<file path="src/design/cfg_decode_regs.vh">
`ifndef CFG_DECODE_REGS_VH
`define CFG_DECODE_REGS_VH

// ---------------------------------------------------------------
// Register byte addresses
// ---------------------------------------------------------------
`define ADDR_POWER_UP 12'h000
`define ADDR_WATCHDOG 12'h004
`define ADDR_OSC_SELECT 12'h008
`define ADDR_STATUS 12'h00C
`define ADDR_CONTROL 12'h010
// ---------------------------------------------------------------
// Field positions
// ---------------------------------------------------------------
`define POR_LPBOR_BIT 3
`define POR_RETREG_BIT 2
`define POR_BOR_HI 1
`define POR_BOR_LO 0
`define WDT_EN_BIT 15
`define WDT_CLK_HI 14
`define WDT_CLK_LO 13
`define WDT_RPS_HI 12
`define WDT_RPS_LO 8
`define WDT_WINDOW_MODE_DISABLE_BIT 7
`define WDT_WSZ_HI 6
`define WDT_WSZ_LO 5
`define WDT_SPS_HI 4
`define WDT_SPS_LO 0
`define OSC_FCKSM_HI 15
`define OSC_FCKSM_LO 14
`define OSC_SOSCXTAL_BIT 12
`define OSC_CLKO_BIT 10
`define OSC_PMODE_HI 9
`define OSC_PMODE_LO 8
`define OSC_TWOSPD_BIT 7
`define OSC_SECONDARY_OSC_ENABLE_BIT 6
`define OSC_PLL_REFERENCE_SELECT_BIT 4
`define OSC_INIT_HI 2
`define OSC_INIT_LO 0
// ---------------------------------------------------------------
// Reset values and codes
// ---------------------------------------------------------------
`define CFG_ERASED 32'hFFFF_FFFF
`define PS_MAX_CODE 5'h14
`define WDT_CLK_SYS 2'h0
`define WDT_CLK_RSV 2'h1
`define WDT_CLK_FRC 2'h2
`define WDT_CLK_LOW_POWER_RC_OSC 2'h3
`define INIT_FRC_DIV 3'h0
`define INIT_PLL 3'h1
`define INIT_PRIMARY 3'h2
`define INIT_RSV 3'h3
`define INIT_SECONDARY 3'h4
`define INIT_LOW_POWER_RC_OSC 3'h5
// Window opening fraction of timeout in eighths (closed part)
`define WIN_CLOSED_25 3'h6
`define WIN_CLOSED_375 3'h5
`define WIN_CLOSED_50 3'h4
`define WIN_CLOSED_75 3'h2
`endif

</file>
<file path="src/design/power_wdt_osc_config_decode.v">
`include "cfg_decode_regs.vh"

module power_wdt_osc_config_decode (
  // APB
  input wire pclk,
  input wire presetn,
  input wire psel,
  input wire penable,
  input wire pwrite,
  input wire [11:0] paddr,
  input wire [31:0] pwdata,
  output wire pready,
  output reg [31:0] prdata,
  output wire pslverr,
  // Nonvolatile words
  input wire [31:0] power_up_word_in,
  input wire [31:0] watchdog_word_in,
  input wire [31:0] osc_select_word_in,
  // Device state
  input wire sleep_mode,
  input wire software_brownout_control,
  input wire runtime_retention_control,
  input wire watchdog_clear,
  input wire [20:0] watchdog_count,
  input wire [20:0] watchdog_timeout,
  // Reset and power
  output reg brownout_reset_enable,
  output reg low_power_brownout_enable,
  output reg retention_regulator_enable,
  // Watchdog
  output reg watchdog_enable_cfg,
  output reg [1:0] watchdog_clock_source,
  output reg watchdog_clock_reserved,
  output reg [20:0] watchdog_divide_ratio,
  output reg watchdog_windowed,
  output reg [2:0] watchdog_window_closed_eighths,
  output reg watchdog_window_reset,
  // Oscillator
  output reg fail_safe_monitor_enable,
  output reg clock_switch_enable,
  output reg secondary_osc_external_clock,
  output reg secondary_osc_pins_to_io,
  output reg clock_out_enable,
  output reg [1:0] primary_osc_mode,
  output reg two_speed_startup_enable,
  output reg secondary_osc_enable,
  output reg pll_reference_fast_rc,
  output reg [2:0] initial_oscillator_select,
  output reg initial_oscillator_reserved
);

  // ---------------------------------------------------------------
  // Helpers
  // ---------------------------------------------------------------
  // Shared by run and sleep postscalers
  function [20:0] postscale_ratio;
    input [4:0] code;
    begin
      if (code >= `PS_MAX_CODE)
        postscale_ratio = 21'h10_0000;
      else
        postscale_ratio = 21'h00_0001 << code;
    end
  endfunction

  // ---------------------------------------------------------------
  // Configuration latch
  // ---------------------------------------------------------------
  // Words are captured once after reset release; a strap must not
  // reach an asynchronously reset flop directly.
  reg [31:0] por_q;
  reg [31:0] wdt_q;
  reg [31:0] osc_q;
  reg loaded_q;
  reg win_err_q;

  always @(posedge pclk or negedge presetn)
  begin
    if (!presetn)
    begin
      por_q <= `CFG_ERASED;
      wdt_q <= `CFG_ERASED;
      osc_q <= `CFG_ERASED;
      loaded_q <= 1'b0;
    end
    else if (!loaded_q)
    begin
      por_q <= power_up_word_in;
      wdt_q <= watchdog_word_in;
      osc_q <= osc_select_word_in;
      loaded_q <= 1'b1;
    end
  end

  // ---------------------------------------------------------------
  // Decode
  // ---------------------------------------------------------------
  wire [1:0] bor_field = por_q[`POR_BOR_HI:`POR_BOR_LO];
  wire [1:0] run_clk = wdt_q[`WDT_CLK_HI:`WDT_CLK_LO];
  wire [4:0] run_ps = wdt_q[`WDT_RPS_HI:`WDT_RPS_LO];
  wire [4:0] sleep_ps = wdt_q[`WDT_SPS_HI:`WDT_SPS_LO];
  wire [1:0] win_sz = wdt_q[`WDT_WSZ_HI:`WDT_WSZ_LO];
  wire [2:0] init_osc = osc_q[`OSC_INIT_HI:`OSC_INIT_LO];
  reg bor_d;
  reg [2:0] closed_d;
  reg [2:0] init_d;

  always @*
  begin
    case (bor_field)
      2'b11: bor_d = 1'b1;
      2'b10: bor_d = ~sleep_mode;
      2'b01: bor_d = software_brownout_control;
      default: bor_d = 1'b0;
    endcase
    case (win_sz)
      2'b11: closed_d = `WIN_CLOSED_25;
      2'b10: closed_d = `WIN_CLOSED_375;
      2'b01: closed_d = `WIN_CLOSED_50;
      default: closed_d = `WIN_CLOSED_75;
    endcase
    // Reserved 110/111 fall back to divided fast RC
    if (init_osc[2] && init_osc[1])
      init_d = `INIT_FRC_DIV;
    else
      init_d = init_osc;
  end

  // Open window starts after closed_eighths/8 of the timeout
  wire [23:0] count_x8 = {watchdog_count, 3'b000};
  wire [23:0] closed_limit = watchdog_timeout * closed_d;
  wire early_clear = watchdog_enable_cfg && watchdog_windowed && watchdog_clear &&
                     (count_x8 < closed_limit);

  // ---------------------------------------------------------------
  // Registered outputs
  // ---------------------------------------------------------------
  always @(posedge pclk or negedge presetn)
  begin
    if (!presetn)
    begin
      brownout_reset_enable <= 1'b1;
      low_power_brownout_enable <= 1'b0;
      retention_regulator_enable <= 1'b0;
      watchdog_enable_cfg <= 1'b0;
      watchdog_clock_source <= `WDT_CLK_SYS;
      watchdog_clock_reserved <= 1'b0;
      watchdog_divide_ratio <= 21'h00_0001;
      watchdog_windowed <= 1'b0;
      watchdog_window_closed_eighths <= `WIN_CLOSED_25;
      watchdog_window_reset <= 1'b0;
      win_err_q <= 1'b0;
      fail_safe_monitor_enable <= 1'b0;
      clock_switch_enable <= 1'b0;
      secondary_osc_external_clock <= 1'b0;
      secondary_osc_pins_to_io <= 1'b0;
      clock_out_enable <= 1'b0;
      primary_osc_mode <= 2'b11;
      two_speed_startup_enable <= 1'b0;
      secondary_osc_enable <= 1'b0;
      pll_reference_fast_rc <= 1'b1;
      initial_oscillator_select <= `INIT_FRC_DIV;
      initial_oscillator_reserved <= 1'b0;
    end
    else
    begin
      brownout_reset_enable <= bor_d;
      low_power_brownout_enable <= por_q[`POR_LPBOR_BIT] & ~bor_d;
      retention_regulator_enable <= ~por_q[`POR_RETREG_BIT] &
                                    sleep_mode & runtime_retention_control;
      watchdog_enable_cfg <= wdt_q[`WDT_EN_BIT];
      watchdog_clock_source <= sleep_mode ? `WDT_CLK_LOW_POWER_RC_OSC : run_clk;
      watchdog_clock_reserved <= (run_clk == `WDT_CLK_RSV);
      watchdog_divide_ratio <= postscale_ratio(sleep_mode ? sleep_ps : run_ps);
      watchdog_windowed <= ~wdt_q[`WDT_WINDOW_MODE_DISABLE_BIT];
      watchdog_window_closed_eighths <= closed_d;
      // Sticky until next reset
      win_err_q <= win_err_q | early_clear;
      watchdog_window_reset <= early_clear;
      fail_safe_monitor_enable <= osc_q[`OSC_FCKSM_HI];
      clock_switch_enable <= osc_q[`OSC_FCKSM_LO];
      secondary_osc_external_clock <= ~osc_q[`OSC_SOSCXTAL_BIT];
      secondary_osc_pins_to_io <= ~osc_q[`OSC_SOSCXTAL_BIT];
      clock_out_enable <= ~osc_q[`OSC_CLKO_BIT];
      primary_osc_mode <= osc_q[`OSC_PMODE_HI:`OSC_PMODE_LO];
      two_speed_startup_enable <= osc_q[`OSC_TWOSPD_BIT];
      secondary_osc_enable <= osc_q[`OSC_SECONDARY_OSC_ENABLE_BIT];
      pll_reference_fast_rc <= osc_q[`OSC_PLL_REFERENCE_SELECT_BIT];
      initial_oscillator_select <= init_d;
      initial_oscillator_reserved <= (init_osc == `INIT_RSV);
    end
  end

  // ---------------------------------------------------------------
  // APB slave
  // ---------------------------------------------------------------
  // Zero wait states; all registers read-only, writes answered with pslverr
  assign pready = 1'b1;
  wire rd_en = psel & penable & ~pwrite;
  wire hit = (paddr == `ADDR_POWER_UP) || (paddr == `ADDR_WATCHDOG) ||
             (paddr == `ADDR_OSC_SELECT) || (paddr == `ADDR_STATUS);
  assign pslverr = psel & penable & (pwrite | ~hit);

  always @(posedge pclk or negedge presetn)
  begin
    if (!presetn)
      prdata <= 32'h0000_0000;
    else if (psel & ~penable & ~pwrite)
    begin
      if (paddr == `ADDR_POWER_UP)
        prdata <= por_q;
      else if (paddr == `ADDR_WATCHDOG)
        prdata <= wdt_q;
      else if (paddr == `ADDR_OSC_SELECT)
        prdata <= osc_q;
      else if (paddr == `ADDR_STATUS)
        prdata <= {28'h000_0000, initial_oscillator_reserved, watchdog_clock_reserved,
                   win_err_q, loaded_q};
      else
        prdata <= 32'h0000_0000;
    end
  end

  wire unused_rd = rd_en;
endmodule

</file>
<file path="config.mk">
export PLATFORM = sky130hd
export DESIGN_NAME = power_wdt_osc_config_decode
export DESIGN_NICKNAME = d
export VERILOG_FILES = /design/src/design/power_wdt_osc_config_decode.v
export VERILOG_INCLUDE_DIRS = /design/src /design/src/design
export SDC_FILE = /design/constraint.sdc
export NUM_CORES = 1
export LEC_CHECK = 0
export BUFFER_PORTS_ARGS = -buffer_cell sky130_fd_sc_hd__buf_2
export CELL_PAD_IN_SITES_DETAIL_PLACEMENT = 1
export CELL_PAD_IN_SITES_GLOBAL_PLACEMENT = 1
export CORE_MARGIN = 4
export CORE_UTILIZATION = 43
export DETAILED_ROUTE_END_ITERATION = 7
export PLACE_DENSITY = 0.91
export SETUP_SLACK_MARGIN = 0.1
export SLEW_MARGIN = 10
export SYNTH_ARGS = -nofsm -noshare
export SYNTH_HDL_FRONTEND = slang
export SYNTH_SLANG_ARGS = --single-unit
export TNS_END_PERCENT = 5
</file>
<file path="constraint.sdc">
create_clock -name pclk -period 8.15 [get_ports pclk]
set_clock_uncertainty 0.1 [all_clocks]
set_input_delay 0.4075 -clock pclk [delete_from_list [all_inputs] [get_ports pclk]]
set_output_delay 0.4075 -clock pclk [all_outputs]
set_load 0.005 [all_outputs]
</file>
# After elaboration in Yosys (flattened, before gate mapping)

Cells that the tools add are included.
Widths: inputs -> output; s select.

Div/mod/pow operators: 0
Reductions and logical operators: 8
Order comparisons: 2
$add $sub $neg: 0
Multipliers: 1
Bitwise logic cells: 18
Equality and inequality tests: 11
Muxes and demuxes: 10
Shift-type cells: 1

Operator list:

| cell                 | count |
|---|---|
| $mux 32              | 3 |
| $eq 12x4->1 const B  | 2 |
| $lt 24x24->1         | 1 |
| $mul 21x3->24        | 1 |
| $mux 21              | 1 |
| $shl 1x5->21 const A | 1 |
| $eq 12x3->1 const B  | 1 |
| $logic_not 12->1     | 1 |
| $not 1->1            | 9 |
| $pmux 3 s3           | 1 |
| $eq 2x2->1 const B   | 4 |
| $and 1x1->1          | 7 |
| $eq 2x1->1 const B   | 3 |
| $ge 5x5->1 const B   | 1 |
| $mux 5               | 1 |
| $logic_and 1x1->1    | 4 |
| $mux 4               | 1 |
| $eq 3x2->1 const B   | 1 |
| $logic_or 1x1->1     | 3 |
| $mux 3               | 1 |
| $pmux 1 s3           | 1 |
| $mux 2               | 1 |
| $or 1x1->1           | 2 |

Memories: 0
Bits in read-only memories: 0
Output and inout port bits: 81
Bits in latches: 0
Logic and storage cells: 77
Input bits: 191
Register bits: 176
Bits in writable memories: 0

# Longest topological paths before layout

Depth after elaboration: 7
Depth in mapped cells: 22

# Worst setup path before layout

No wires, ideal clock.

Path kind: register to register
Start: reg wdt_q[5]
End: reg win_err_q
Path slack: 3.476 ns
Library setup time: 0.130 ns
Cell stages (with the launch flop): 22
Arrival: 4.445 ns
Data required time: 7.920 ns
Path through: dfstp_2 inv_1 ha_1 inv_1 clkbuf_1 nand2_1 fa_1 inv_1 ha_1 fa_1 a21o_1 a221oi_2 o21ai_0 a21o_1 a21oi_1 xor2_1 ha_1 nand4_1 nor2_1 o21ai_0 a211oi_1 o21bai_1

Cells in the longest elaborated chain, start to end: 6
Elaborated cells on any way between the ends: 8

Ends and longest elaborated chain:

| what                                            | line                              | text |
|---|---|---|
| from (decl)                                     | power_wdt_osc_config_decode.v:72  | `reg [31:0] wdt_q;` |
| from (signal assigned)                          | power_wdt_osc_config_decode.v:82  | `` wdt_q <= `CFG_ERASED; `` |
| from (signal assigned)                          | power_wdt_osc_config_decode.v:89  | `wdt_q <= watchdog_word_in;` |
| $eq 2x1->1 / $eq 2x2->1 (equally long branches) | power_wdt_osc_config_decode.v:116 | `case (win_sz)` |
| $pmux 3 s3 *                                    | power_wdt_osc_config_decode.v:116 |  |
| $mul 21x3->24 *                                 | power_wdt_osc_config_decode.v:131 | `wire [23:0] closed_limit = watchdog_timeout * closed_d;` |
| $lt 24x24->1 *                                  | power_wdt_osc_config_decode.v:133 | `(count_x8 < closed_limit);` |
| $logic_and 1x1->1 *                             | power_wdt_osc_config_decode.v:132 | `wire early_clear = watchdog_enable_cfg && watchdog_windowed && watchdog_clear &&` |
| $or 1x1->1 *                                    | power_wdt_osc_config_decode.v:178 | `win_err_q <= win_err_q \| early_clear;` |
| to (signal assigned)                            | power_wdt_osc_config_decode.v:178 |  |
| to (decl)                                       | power_wdt_osc_config_decode.v:75  | `reg win_err_q;` |

Mark *: on every way between the ends. The rest lies on a longest branch, timed or not.
A chain may end at the register's enable or synchronous reset.

# Worst setup path after layout

Same ends and word-level chain as after synthesis.

==> reports/qor.tcl <==
set qor(critPathSlowestCell) {sky130_fd_sc_hd__dfstp_2}
set qor(ioPinCount) 272
set qor(synthMostInstantiatedCell) {sky130_fd_sc_hd__nand2_1}
set qor(synthSimpleGateAreaFrac) 0.110
set qor(via_count) 7460
set qor(dp_hpwl_um) 20300
set qor(globalplace.congestion) 0.829
set qor(sw_pwr_mw) 0.788
set qor(timing.setup.tns_ns) 0
set qor(core.rowCount) 53
set qor(post_synth_num_cell_types) 63
set qor(drtPass1Iterations) 4
set qor(drv.max_cap_violation_count) 0
set qor(global_route_wire_length_before_repair_um) 43800
set qor(cts_root_buf) {sky130_fd_sc_hd__clkbuf_16}
set qor(seqPwrFrac) 0.417
set qor(critical_path.startpoint_type) {register}
set qor(slew_violations) 0
set qor(dieHeight_um) 156
set qor(max_stage_delay_ns) 0.56
set qor(first_iter_violations) 285
set qor(multi_input_comb_area_um2) 4470
set qor(setup_viol) 0
set qor(max_freq_mhz) 179
set qor(status) {finished clean}
set qor(synth_compound_gate_area_share) 0.0982
set qor(cpMostUsedCell) {sky130_fd_sc_hd__a21o_1}
set qor(worst-setup-path-type) {reg2reg}
set qor(worst_ep_arrival_time_ns) 5.84
set qor(cts_setup_buffers) 0
set qor(synthTopCellsByArea) {sky130_fd_sc_hd__dfstp_2 (29%), sky130_fd_sc_hd__dfrtp_1 (20%), sky130_fd_sc_hd__mux2_2 (12%)}
set qor(ctsResizeCount) 0
set qor(holdWs_ns) 0.0991
set qor(synth_fa_ha_area_frac) 0.104
set qor(cp_cell_sequence) {inv_1 > ha_1 > inv_1 > nand2_1 > fa_1 > inv_1 > ha_1 > fa_1 > a21o_1 > a221oi_2 > o21ai_0 > a21o_1 > a21oi_1 > xor2_1 > ha_1 > a21o_1 > a21o_1 > a211oi_1 > a211oi_1 > o21bai_1}
set qor(crit_fanout) 20
set qor(clkSinkCount) 176
set qor(clk_transition_reported_paths_ns) 0.08
set qor(muxShareOfSynthArea) 0.148
set qor(yosys_register_bits) 176
set qor(setup.worst_path.end_class) {register}
set qor(synth_edf_count) 0
set qor(timing.final.hold_violations) 0
set qor(synthToLayoutAreaGrowth_pct) 21.9
set qor(drt-vias-per-instance) 5.39
set qor(worstSkewPairLatency_ns) 0.43
set qor(synth_async_sr_flop_share) 1.00
set qor(globalRouteOverflowTotal) 0
set qor(die_width_um) 156
set qor(starting_density_of_the_core) 0.441
set qor(worst-slew-pin-transition_ns) 1.02
set qor(fraction_of_power_spent_switching_nets) 0.321
set qor(syn-mean-instance-area_um2) 10.8
set qor(cp.required_ns) 8.41
set qor(internal_power_mw) 1.67
set qor(max_slew_margin) 0.321
set qor(ys_seq_area_frac) 0.484
set qor(synth-xor-area-share) 0.0159
set qor(critPathBufInv) 3
set qor(synth_warnings) 0
set qor(core_area_um2) 21200
set qor(synth_top_cells_by_count) {sky130_fd_sc_hd__nand2_1 (106), sky130_fd_sc_hd__dfstp_2 (103), sky130_fd_sc_hd__mux2_2 (97)}
set qor(grt_max_degree) 99
set qor(tritoncts) {done}
set qor(cts_inserted_buffers) 17
set qor(final.period_utilization) 0.685
set qor(cell_type_group_with_the_largest_total_delay_on_the_critical_path) {compound AO/OA/AOI/OAI gates}
set qor(worst_hold_path_type) {in2reg}
set qor(fin_nets) 1350
set qor(fraction_of_layout_cells_with_a_size_suffix_above_1) 0.444
set qor(synth_top_family_by_area) {multiplexers}
set qor(synth_top_area_share) 0.289
set qor(drcViolationCount) 0
set qor(port_buffers) 238
set qor(htreeDepth) 4
set qor(first_global_vias) 8301
set qor(grt_resource_usage_total) 0.231
set qor(final.min_clock_period_ns) 5.58
set qor(clock_power_share) 0.331
set qor(cts.path.max_buffers) 2
set qor(antenna_found_initial) 11
set qor(cellPowerDensity_nw_per_um2) 215
set qor(vdd_ir_drop_max_mv) 0.151
set qor(post_synth_inst_count) 866
set qor(routed_wl_um) 28000
set qor(fillers) 2415
set qor(wl_cell_um) 20.2
set qor(unrepaired_setup_endpoints_after_global_routing) {no}
set qor(postRouteAntennaNets) 0
set qor(syn_area_um2) 9370
set qor(synth_top_cell_by_area) {sky130_fd_sc_hd__dfstp_2}
set qor(static-leakage-power_nw) 5.62
set qor(top_reg_cell_synth) {sky130_fd_sc_hd__dfstp_2}
set qor(hold_buffers) 1
set qor(die_area_um2) 24200
set qor(power.share.combinational) 0.252
set qor(total_area_of_sequential_cells_um2) 4540
state kept, by name, summed over array words and instances, names as in the netlist, 2 cells and up:
signal,count
watchdog_clock_source,2
prdata,32
watchdog_divide_ratio,21
osc_q,32
primary_osc_mode,2
wdt_q,32
por_q,32
initial_oscillator_select,3
watchdog_window_closed_eighths,3
worst paths after layout:
check	from	end	slack, ns	depth (start not counted)
max in group asynchronous	presetn	prdata[19]	5.83	3
hold / removal	watchdog_word_in[28]	wdt_q[28]	0.1	2
min in group asynchronous	presetn	prdata[28]	0.51	2
hold reg to reg	osc_q[4]	pll_reference_fast_rc	0.28	0
setup / recovery	wdt_q[5]	win_err_q	2.57	20
setup reg to reg	wdt_q[5]	win_err_q	2.57	20
through the flow:
stage / instances / cell area, µm² / setup WS, ns / total power [mW] / util
after floorplan: 867 / 9370 / 3.48 / 1.45 / -
after global placement: 1348 / 10800 / 2.82 / 1.61 / 0.509
after detailed placement: 1348 / 10800 / 2.62 / 1.66 / 0.509
after CTS: 1381 / 11400 / 2.57 / 2.48 / 0.538
after global routing: 1384 / 11400 / 2.17 / 2.61 / 0.538
final: 1384 / 11400 / 2.57 / 2.46 / 0.538
power groups by stage:
stage               clock network [mW]  logic [mW]  registers, mW
finish                           0.814       0.619           1.03
global route                     0.873       0.701           1.03
CTS                              0.830       0.626           1.03
detailed placement                   0       0.620           1.04
global placement                     0       0.581           1.03
floorplan                            0       0.425           1.02
placed cells by master, fill, tap and decap left out, types with 4 or more instances in the layout:
cell type	Yosys	routed
sky130_fd_sc_hd__a21o_1	16	16
sky130_fd_sc_hd__a21oi_1	57	57
sky130_fd_sc_hd__a31oi_1	4	4
sky130_fd_sc_hd__buf_2	3	237
sky130_fd_sc_hd__buf_4	2	6
sky130_fd_sc_hd__clkbuf_16	0	17
sky130_fd_sc_hd__dfrtp_1	73	72
sky130_fd_sc_hd__dfstp_2	103	103
sky130_fd_sc_hd__fa_1	20	20
sky130_fd_sc_hd__ha_1	46	46
sky130_fd_sc_hd__inv_1	57	57
sky130_fd_sc_hd__inv_8	0	5
sky130_fd_sc_hd__mux2_2	97	97
sky130_fd_sc_hd__mux2i_1	29	29
sky130_fd_sc_hd__nand2_1	106	106
sky130_fd_sc_hd__nand2b_1	4	4
sky130_fd_sc_hd__nand3_1	5	5
sky130_fd_sc_hd__nand4_1	6	6
sky130_fd_sc_hd__nor2_1	66	66
sky130_fd_sc_hd__nor2b_1	11	11
sky130_fd_sc_hd__nor3_1	11	11
sky130_fd_sc_hd__o21ai_0	25	25
sky130_fd_sc_hd__o21ai_1	22	22
sky130_fd_sc_hd__or2_2	4	4
sky130_fd_sc_hd__xnor2_1	8	8
sky130_fd_sc_hd__xor2_1	9	9
final cells by class:
| type | instances | share of cell area |
|---|---|---|
| clock inverters | 15 | 0.0141 |
| well taps | 275 | 0.0301 |
| diodes | 3 | 0.000658 |
| repair buffers | 245 | 0.110 |
| flip-flops and latches | 176 | 0.397 |
| multi-input cells | 596 | 0.392 |
| clock buffers | 17 | 0.0373 |
| inverters | 57 | 0.0187 |
logic make-up (layout without fill, tap and decap cells):
family          after synthesis  in the layout
simple gates                232            232
flops                       176            176
compound gates              153            153
mux                         126            126
buf+inv                      95            334
fa+ha+maj                    66             66
xor+xnor                     17             17
other cells                   1              5
metal layers:
metal	part of all wire	track usage	wire [µm]	vias to the layer above
li1	-	-	-	3421
met1	0.38	0.257	10600	3733
met2	0.52	0.415	14500	216
met3	0.066	0.0730	1860	74
met4	0.032	0.0859	903	16
met5	0.0041	0	114	-
worst reg2reg max path: stages (launching register included):
cell	delay, ns
sky130_fd_sc_hd__dfstp_2	0.56
sky130_fd_sc_hd__inv_1	0.06
sky130_fd_sc_hd__ha_1	0.33
sky130_fd_sc_hd__inv_1	0.50
sky130_fd_sc_hd__nand2_1	0.19
sky130_fd_sc_hd__fa_1	0.57
sky130_fd_sc_hd__inv_1	0.05
sky130_fd_sc_hd__ha_1	0.22
sky130_fd_sc_hd__fa_1	0.42
sky130_fd_sc_hd__a21o_1	0.22
sky130_fd_sc_hd__a221oi_2	0.36
sky130_fd_sc_hd__o21ai_0	0.25
sky130_fd_sc_hd__a21o_1	0.23
sky130_fd_sc_hd__a21oi_1	0.18
sky130_fd_sc_hd__xor2_1	0.11
sky130_fd_sc_hd__ha_1	0.19
sky130_fd_sc_hd__a21o_1	0.17
sky130_fd_sc_hd__a21o_1	0.17
sky130_fd_sc_hd__a211oi_1	0.32
sky130_fd_sc_hd__a211oi_1	0.16
sky130_fd_sc_hd__o21bai_1	0.16
No activity file was read; power rests on OpenSTA's default activity.
